File: src/core/tmon_regs.vh
// register map constants of the three-channel temperature monitor register bank
// Summary of operation
// - A read-only maker identification register sits at 0x3E and ignores writes.
// - A read-only revision register at 0x3F gives stepping in [3:0] and version in [7:4].
// - The configuration register at 0x40 loads 0010 0101 at power-on.
// - Interrupt status, mask and status copy registers clear to zero at power-on.
// - The programmable local trip point defaults to 70 C and is writable only while lock bit 3 is clear.
// - The programmable remote trip point defaults to 100 C and ignores writes once lock bit 3 is set.
// - A read-only fixed local trip point of 70 C exists and is disabled while lock bit 3 is set.
// - A read-only fixed remote trip point of 100 C exists and is disabled while lock bit 3 is set.
// - The fan drive level register resets to zero and its value drives the fan output level.
// - Three read-only temperature readings exist: remote 2, remote 1 and local; writes leave them alone.
// - Each of the three channels has a read/write upper limit and lower limit register.
// - All value registers lie in the address range 0x13 to 0x3A.
// - A reading above its upper limit or below its lower limit raises an unmasked interrupt.
`ifndef TMON_REGS_VH
`define TMON_REGS_VH

// fixed map
`define TMON_ADDR_MAKER_ID      8'h3E
`define TMON_ADDR_REVISION      8'h3F
`define TMON_ADDR_CONFIG        8'h40
`define TMON_ADDR_INT_FLAGS     8'h41
`define TMON_ADDR_INT_MASK      8'h43
`define TMON_ADDR_INT_COPY      8'h4C

// value range and the value registers inside it
`define TMON_ADDR_VALUE_LO      8'h13
`define TMON_ADDR_VALUE_HI      8'h3A
`define TMON_ADDR_FACTORY_TEST  8'h13
`define TMON_ADDR_LTRIP_PROG    8'h14
`define TMON_ADDR_RTRIP_PROG    8'h15
`define TMON_ADDR_LTRIP_FIXED   8'h16
`define TMON_ADDR_RTRIP_FIXED   8'h17
`define TMON_ADDR_FAN_LEVEL     8'h19
`define TMON_ADDR_R2_READING    8'h1A
`define TMON_ADDR_R1_READING    8'h1B
`define TMON_ADDR_LOC_READING   8'h1C
`define TMON_ADDR_R2_UPPER      8'h2B
`define TMON_ADDR_R2_LOWER      8'h2C
`define TMON_ADDR_R1_UPPER      8'h2D
`define TMON_ADDR_R1_LOWER      8'h2E
`define TMON_ADDR_LOC_UPPER     8'h2F
`define TMON_ADDR_LOC_LOWER     8'h30

// reset values
`define TMON_RST_CONFIG         8'h25
`define TMON_RST_INT            8'h00
`define TMON_RST_LTRIP          8'h46
`define TMON_RST_RTRIP          8'h64
`define TMON_RST_FAN_LEVEL      8'h00
`define TMON_RST_UPPER          8'hFF
`define TMON_RST_LOWER          8'h00
`define TMON_RST_ZERO           8'h00

// field positions
`define TMON_CFG_LOCK_BIT       3
`define TMON_INT_LOC_HIGH       0
`define TMON_INT_LOC_LOW        1
`define TMON_INT_R1_HIGH        2
`define TMON_INT_R1_LOW         3
`define TMON_INT_R2_HIGH        4
`define TMON_INT_R2_LOW         5
`define TMON_INT_LOC_TRIP       6
`define TMON_INT_REM_TRIP       7

`endif

File: src/core/tmon_regbank.v
// register bank of the three-channel temperature monitor with fan drive level
`timescale 1ns/1ps
`include "tmon_regs.vh"

module tmon_regbank #(
	parameter [7:0] MAKER_ID  = 8'h5A, // arbitrary value
	parameter [3:0] VERSION   = 4'h7,  // arbitrary value
	parameter [3:0] STEPPING  = 4'h0,  // arbitrary value
	parameter       DATA_W    = 8
) (
	input  wire              sys_clk_i,
	input  wire              reset_n_i,
	// register port
	input  wire [7:0]        reg_addr_i,
	input  wire              reg_wr_i,
	input  wire [DATA_W-1:0] reg_wdata_i,
	input  wire              reg_rd_i,
	output reg  [DATA_W-1:0] reg_rdata_o,
	output reg               reg_rvalid_o,
	// conversion results, same clock
	input  wire              conv_valid_i,
	input  wire [DATA_W-1:0] conv_remote2_i,
	input  wire [DATA_W-1:0] conv_remote1_i,
	input  wire [DATA_W-1:0] conv_local_i,
	// outputs to the rest of the device
	output reg  [DATA_W-1:0] fan_drive_level_o,
	output wire              irq_o,
	output reg               overtemp_o,
	output wire              trip_lock_o
);

	// true when t leaves the window [lo, hi]
	function out_of_window;
		input [DATA_W-1:0] t;
		input [DATA_W-1:0] hi;
		input [DATA_W-1:0] lo;
		begin
			out_of_window = (t > hi) || (t < lo);
		end
	endfunction

	// true when the port hits address a with a write
	function wr_hit;
		input [7:0] addr;
		input       wr;
		input [7:0] a;
		begin
			wr_hit = wr && (addr == a);
		end
	endfunction

	reg [DATA_W-1:0] configuration;
	reg [DATA_W-1:0] interrupt_flags;
	reg [DATA_W-1:0] interrupt_enable_mask;
	reg [DATA_W-1:0] local_trip_programmable;
	reg [DATA_W-1:0] remote_trip_programmable;
	reg [DATA_W-1:0] factory_test;
	reg [DATA_W-1:0] remote2_reading;
	reg [DATA_W-1:0] remote1_reading;
	reg [DATA_W-1:0] local_reading;
	reg [DATA_W-1:0] remote2_upper_limit;
	reg [DATA_W-1:0] remote2_lower_limit;
	reg [DATA_W-1:0] remote1_upper_limit;
	reg [DATA_W-1:0] remote1_lower_limit;
	reg [DATA_W-1:0] local_upper_limit;
	reg [DATA_W-1:0] local_lower_limit;
	reg              reading_fresh;

	wire [DATA_W-1:0] local_trip_fixed  = `TMON_RST_LTRIP;
	wire [DATA_W-1:0] remote_trip_fixed = `TMON_RST_RTRIP;
	wire              trip_locked       = configuration[`TMON_CFG_LOCK_BIT];
	wire [DATA_W-1:0] local_trip_active;
	wire [DATA_W-1:0] remote_trip_active;
	wire [DATA_W-1:0] remote_hottest;
	reg  [DATA_W-1:0] next_flags;
	reg  [DATA_W-1:0] flag_events;
	reg  [DATA_W-1:0] read_value;

	assign trip_lock_o = trip_locked;

	// the fixed points are dropped once locked; then the programmed ones rule
	assign local_trip_active  = trip_locked ? local_trip_programmable
		: local_trip_fixed;
	assign remote_trip_active = trip_locked ? remote_trip_programmable
		: remote_trip_fixed;
	assign remote_hottest = (remote1_reading > remote2_reading) ? remote1_reading
		: remote2_reading;

	// configuration: lock bit is write-once, only reset clears it
	always @(posedge sys_clk_i or negedge reset_n_i) begin
		if (!reset_n_i) begin
			configuration <= `TMON_RST_CONFIG;
		end else if (wr_hit(reg_addr_i, reg_wr_i, `TMON_ADDR_CONFIG)) begin
			configuration <= reg_wdata_i;
			configuration[`TMON_CFG_LOCK_BIT] <= trip_locked
				| reg_wdata_i[`TMON_CFG_LOCK_BIT];
		end
	end

	// programmable trip points, frozen by the lock bit
	always @(posedge sys_clk_i or negedge reset_n_i) begin
		if (!reset_n_i) begin
			local_trip_programmable  <= `TMON_RST_LTRIP;
			remote_trip_programmable <= `TMON_RST_RTRIP;
		end else if (!trip_locked) begin
			if (wr_hit(reg_addr_i, reg_wr_i, `TMON_ADDR_LTRIP_PROG)) begin
				local_trip_programmable <= reg_wdata_i;
			end
			if (wr_hit(reg_addr_i, reg_wr_i, `TMON_ADDR_RTRIP_PROG)) begin
				remote_trip_programmable <= reg_wdata_i;
			end
		end
	end

	// plain read/write registers: interrupt mask and value registers
	always @(posedge sys_clk_i or negedge reset_n_i) begin
		if (!reset_n_i) begin
			interrupt_enable_mask <= `TMON_RST_INT;
			factory_test          <= `TMON_RST_ZERO;
			fan_drive_level_o     <= `TMON_RST_FAN_LEVEL;
			remote2_upper_limit   <= `TMON_RST_UPPER;
			remote2_lower_limit   <= `TMON_RST_LOWER;
			remote1_upper_limit   <= `TMON_RST_UPPER;
			remote1_lower_limit   <= `TMON_RST_LOWER;
			local_upper_limit     <= `TMON_RST_UPPER;
			local_lower_limit     <= `TMON_RST_LOWER;
		end else if (reg_wr_i) begin
			case (reg_addr_i)
				`TMON_ADDR_INT_MASK: begin
					interrupt_enable_mask <= reg_wdata_i;
				end
				`TMON_ADDR_FACTORY_TEST: begin
					factory_test <= reg_wdata_i;
				end
				`TMON_ADDR_FAN_LEVEL: begin
					fan_drive_level_o <= reg_wdata_i;
				end
				`TMON_ADDR_R2_UPPER: begin
					remote2_upper_limit <= reg_wdata_i;
				end
				`TMON_ADDR_R2_LOWER: begin
					remote2_lower_limit <= reg_wdata_i;
				end
				`TMON_ADDR_R1_UPPER: begin
					remote1_upper_limit <= reg_wdata_i;
				end
				`TMON_ADDR_R1_LOWER: begin
					remote1_lower_limit <= reg_wdata_i;
				end
				`TMON_ADDR_LOC_UPPER: begin
					local_upper_limit <= reg_wdata_i;
				end
				`TMON_ADDR_LOC_LOWER: begin
					local_lower_limit <= reg_wdata_i;
				end
				default: begin
				end
			endcase
		end
	end

	// readings follow the converter only; the register port cannot touch them
	always @(posedge sys_clk_i or negedge reset_n_i) begin
		if (!reset_n_i) begin
			remote2_reading <= `TMON_RST_ZERO;
			remote1_reading <= `TMON_RST_ZERO;
			local_reading   <= `TMON_RST_ZERO;
			reading_fresh   <= 1'b0;
		end else begin
			reading_fresh <= conv_valid_i;
			if (conv_valid_i) begin
				remote2_reading <= conv_remote2_i;
				remote1_reading <= conv_remote1_i;
				local_reading   <= conv_local_i;
			end
		end
	end

	// limit and trip events, checked once per fresh set of readings
	always @* begin
		flag_events = `TMON_RST_ZERO;
		if (reading_fresh) begin
			flag_events[`TMON_INT_LOC_HIGH] = local_reading > local_upper_limit;
			flag_events[`TMON_INT_LOC_LOW]  = local_reading < local_lower_limit;
			flag_events[`TMON_INT_R1_HIGH]  = remote1_reading > remote1_upper_limit;
			flag_events[`TMON_INT_R1_LOW]   = remote1_reading < remote1_lower_limit;
			flag_events[`TMON_INT_R2_HIGH]  = remote2_reading > remote2_upper_limit;
			flag_events[`TMON_INT_R2_LOW]   = remote2_reading < remote2_lower_limit;
			flag_events[`TMON_INT_LOC_TRIP] = local_reading >= local_trip_active;
			flag_events[`TMON_INT_REM_TRIP] = remote_hottest >= remote_trip_active;
		end
	end

	// sticky flags: cleared by a read of the status register, a new event wins
	always @* begin
		next_flags = interrupt_flags;
		if (reg_rd_i && (reg_addr_i == `TMON_ADDR_INT_FLAGS)) begin
			next_flags = `TMON_RST_INT;
		end
		next_flags = next_flags | flag_events;
	end

	always @(posedge sys_clk_i or negedge reset_n_i) begin
		if (!reset_n_i) begin
			interrupt_flags <= `TMON_RST_INT;
		end else begin
			interrupt_flags <= next_flags;
		end
	end

	// a set mask bit silences its source
	assign irq_o = |(interrupt_flags & ~interrupt_enable_mask);

	// over-temperature level, refreshed with every reading set
	always @(posedge sys_clk_i or negedge reset_n_i) begin
		if (!reset_n_i) begin
			overtemp_o <= 1'b0;
		end else if (reading_fresh) begin
			overtemp_o <= flag_events[`TMON_INT_LOC_TRIP]
				| flag_events[`TMON_INT_REM_TRIP];
		end
	end

	// read multiplexer; unused addresses read zero
	always @* begin
		case (reg_addr_i)
			`TMON_ADDR_MAKER_ID:     read_value = MAKER_ID;
			`TMON_ADDR_REVISION:     read_value = {VERSION, STEPPING};
			`TMON_ADDR_CONFIG:       read_value = configuration;
			`TMON_ADDR_INT_FLAGS:    read_value = interrupt_flags;
			`TMON_ADDR_INT_MASK:     read_value = interrupt_enable_mask;
			`TMON_ADDR_INT_COPY:     read_value = interrupt_flags;
			`TMON_ADDR_FACTORY_TEST: read_value = factory_test;
			`TMON_ADDR_LTRIP_PROG:   read_value = local_trip_programmable;
			`TMON_ADDR_RTRIP_PROG:   read_value = remote_trip_programmable;
			`TMON_ADDR_LTRIP_FIXED:  read_value = local_trip_fixed;
			`TMON_ADDR_RTRIP_FIXED:  read_value = remote_trip_fixed;
			`TMON_ADDR_FAN_LEVEL:    read_value = fan_drive_level_o;
			`TMON_ADDR_R2_READING:   read_value = remote2_reading;
			`TMON_ADDR_R1_READING:   read_value = remote1_reading;
			`TMON_ADDR_LOC_READING:  read_value = local_reading;
			`TMON_ADDR_R2_UPPER:     read_value = remote2_upper_limit;
			`TMON_ADDR_R2_LOWER:     read_value = remote2_lower_limit;
			`TMON_ADDR_R1_UPPER:     read_value = remote1_upper_limit;
			`TMON_ADDR_R1_LOWER:     read_value = remote1_lower_limit;
			`TMON_ADDR_LOC_UPPER:    read_value = local_upper_limit;
			`TMON_ADDR_LOC_LOWER:    read_value = local_lower_limit;
			default:                 read_value = `TMON_RST_ZERO;
		endcase
	end

	// read data registered, one cycle after the request
	always @(posedge sys_clk_i or negedge reset_n_i) begin
		if (!reset_n_i) begin
			reg_rdata_o  <= `TMON_RST_ZERO;
			reg_rvalid_o <= 1'b0;
		end else begin
			reg_rvalid_o <= reg_rd_i;
			if (reg_rd_i) begin
				reg_rdata_o <= read_value;
			end
		end
	end

endmodule

File: config.mk
export PLATFORM = sky130hd
export DESIGN_NAME = tmon_regbank
export DESIGN_NICKNAME = d
export VERILOG_FILES = /design/src/core/tmon_regbank.v
export VERILOG_INCLUDE_DIRS = /design/src /design/src/core
export SDC_FILE = /design/constraint.sdc
export NUM_CORES = 1
export LEC_CHECK = 0
export ABC_AREA = 1
export BUFFER_PORTS_ARGS = -buffer_cell sky130_fd_sc_hd__buf_2
export CAP_MARGIN = 10
export CORE_ASPECT_RATIO = 1.5
export CORE_UTILIZATION = 25
export DETAILED_ROUTE_END_ITERATION = 6
export PLACE_DENSITY_LB_ADDON = 0.05
export SETUP_SLACK_MARGIN = 0.05
export SLEW_MARGIN = 20
export SYNTH_ARGS = -nofsm -noshare
export SYNTH_HDL_FRONTEND = slang
export SYNTH_SLANG_ARGS = --single-unit
File: constraint.sdc
create_clock -name sys_clk_i -period 3.6 [get_ports sys_clk_i]
set_clock_uncertainty 0.15 [all_clocks]
set_input_delay 0.54 -clock sys_clk_i [delete_from_list [all_inputs] [get_ports sys_clk_i]]
set_output_delay 0.54 -clock sys_clk_i [all_outputs]
set_load 0.01 [all_outputs]
==> results.toml <==
[outcome]
outcome = "finished, final reports clean"

[final_layout]
syn2layout_area_growth_pct = 15.8
n_antenna_cell = 0
final_common_cell = "nand2_1"
drive_gt1_frac = 0.169
fillers = 3692
layout_common_cells = "nand2_1, inv_1, o21ai_0, nand3_1, dfrtp_1"
final_nets = 1252

[drt]
drt_iter0_drc = 446
routedWlPerCell_um = 24.3
avgViaCountPerCell = 4.88
ant_nets = 0
via_count = 7672
wl_um = 38200
first_pass_iters = 5
drc = 0

[timing]
setup_viol = 0
rsz0062_at_grt = "no"
slew_viol_final = 0
fin_crit_sh = 0.878
fin_setup_tns_ps = 0
hold_viol = 0
relSlewSlack = 0.354
period_minus_slack_ps = 3160
fmax_mhz = 317
tightest_slew_ps = 962

[clocking]
cts_resized = 0
clockBufferDepth = 2
clock-sinks = 139
h-tree-depth = 4
cts_tree = "done"
clk_pin_slew_ps = 70
postCtsSetupBuffers = 0
insertion_delay_ps = 450
cts_buffers = 17
ctsRootBufferMaster = "clkbuf_16"
cts_hold_buf = 1

[floorplanning]
die_x_um = 153
start_util = 0.255
io_pins = 65
core-area_um2 = 33700
die_h_um = 229
dieArea_um2 = 35100
rows = 82

[critical_path]
arrival_ps = 3370
cp_cell_sequence = "inv_1 > ha_1 > nand2_1 > nor2_1 > nand3_1 > nor2_1 > or2_1 > o21ai_0 > ha_1 > inv_1 > nor3_1 > nand4_1 > nand4_1 > nand2_1 > o21ai_0"
path_class = "register to register"
rr_worst_depth = 15
worstPathRequired_ps = 3810
cp-end-kind = "register"
reg2reg_to = "interrupt_flags[7]"
cp_max_fo = 16
max_stage_delay_ps = 460
r2r_start = "remote2_reading[7]"
rrSetupSlack_ps = 440
startpoint_type = "register"
crit_slowest_cell = "dfrtp_1"

[flow_run]
maxCapViolCount = 0

[hold_path]
worstHoldPathCells = 3
min_to = "remote2_reading[0]"
hp-class = "input port to register"
hold_start = "conv_remote2_i[0]"

[pwr]
max-vdd-ir-drop_mv = 0.295
leakagePower_uw = 0.00469
finalPower_uw = 4260
powerDensity_nw_per_um2 = 429

[logic_synthesis]
synth.cell_area_um2 = 8590
yosysWarnings = 0
ys_ff_latch = 139
synth_seq_area_share = 0.410
synth-edff-count = 0
syn_inst = 1083
ys.flop_type = "dfrtp_1"
syn_nets = 1197
ys_types = 40
async_flop_share = 1.00
postSynthAreaPerCell_um2 = 7.93

[global_routing]
grt_first_pass_wirelength_um = 55400
grt_use_total = 0.226
grt-ovfl-total = 0
antenna_found_initial = 1
grt_max_degree = 63
grt_pass1_vias = 7950

[place]
routabilityCongestion = 0.907
numPortBuffers = 64
dp_hpwl_um = 29900
where the power goes:
group	leakage (uW)	switching (uW)	internal, uW
sequential	0.00168	113	1660
combinational	0.00272	408	203
clock	0.000294	744	1140
total	0.00469	1270	3000
worst max path at each step:
stage | startpoint | end | slack [ps] | cells past startpoint
floorplan | remote2_reading[1] | interrupt_flags[7] | 820 | 18
global placement | remote2_reading[7] | interrupt_flags[7] | 540 | 15
finish | remote2_reading[7] | interrupt_flags[7] | 440 | 15
CTS | remote2_reading[7] | interrupt_flags[7] | 440 | 15
global route | remote2_reading[7] | overtemp_o | 100 | 15
detailed placement | remote2_reading[7] | interrupt_flags[7] | 470 | 15
critical path: cells and delay by family, from the launching register on:
family          cells  cell delay [ps]
flops               1              460
compound gates      2              260
simple gates        9             1440
buf+inv             2              140
fa+ha+maj           2              620
through the flow:
step	util	setup slack, ps	hold slack [ps]	instances	area (um2)
detailed placement	0.277	474	319	1538	9330
floorplan	-	820	94.4	1083	8590
CTS	0.296	439	127	1571	9950
global route	0.296	101	137	1571	9950
global placement	0.277	537	314	1538	9330
finish	0.296	441	155	1571	9950
flip-flops by register name, summed over array words and instances, names as in the netlist:
signal / flops
configuration: 8
factory_test: 8
fan_drive_level_o: 8
interrupt_enable_mask: 8
interrupt_flags: 8
local_lower_limit: 8
local_reading: 8
local_trip_programmable: 8
local_upper_limit: 8
overtemp_o: 1
reading_fresh: 1
reg_rdata_o: 8
reg_rvalid_o: 1
remote1_lower_limit: 8
remote1_reading: 8
remote1_upper_limit: 8
remote2_lower_limit: 8
remote2_reading: 8
remote2_upper_limit: 8
remote_trip_programmable: 8
layout make-up:
cell class | count | area [um2] | share of cell area
multi-input combinational | 778 | 4370 | 0.439
clock buffer | 20 | 467 | 0.0469
clock inverter | 12 | 145 | 0.0146
inverter | 128 | 480 | 0.0483
tap | 420 | 526 | 0.0528
timing repair buffer | 74 | 442 | 0.0444
sequential | 139 | 3520 | 0.354
kinds of logic after synthesis:
family,count (synthesis),share of synthesized area
buffers and inverters,166,0.0826
AOI/OAI and AO/OA,184,0.113
adders and majority gates,69,0.101
DFF,139,0.410
muxes,7,0.00918
and+or+nand+nor,518,0.284
cells in the mapped netlist (2+ instances only):
master / instances / share of area
a21oi_1: 37 / 0.022
buf_2: 16 / 0.0093
buf_4: 5 / 0.0044
buf_6: 5 / 0.0066
clkbuf_1: 11 / 0.0048
dfrtp_1: 106 / 0.31
dfstp_2: 33 / 0.10
ha_1: 69 / 0.10
inv_1: 123 / 0.054
inv_2: 4 / 0.0017
mux2_2: 7 / 0.0092
nand2_1: 270 / 0.12
nand2_2: 7 / 0.0051
nand2_4: 2 / 0.0026
nand3_1: 106 / 0.062
nand3_2: 3 / 0.0035
nand3_4: 3 / 0.0061
nand3b_1: 3 / 0.0026
nand4_1: 44 / 0.032
nor2_1: 51 / 0.022
nor2_2: 5 / 0.0036
nor2_4: 7 / 0.0092
nor3_1: 8 / 0.0047
nor4_4: 2 / 0.0050
o21ai_0: 121 / 0.071
o21ai_1: 9 / 0.0052
o21ai_2: 11 / 0.011
o22ai_1: 3 / 0.0022
layer usage:
layer  GRT usage  up-vias  share of wire
li1            -     3724              -
met1       0.260     3695           0.41
met2       0.401      190           0.51
met3      0.0324       61          0.030
met4       0.123        2          0.050
met5           0        -        0.00034
(Power assumes the default switching activity.)
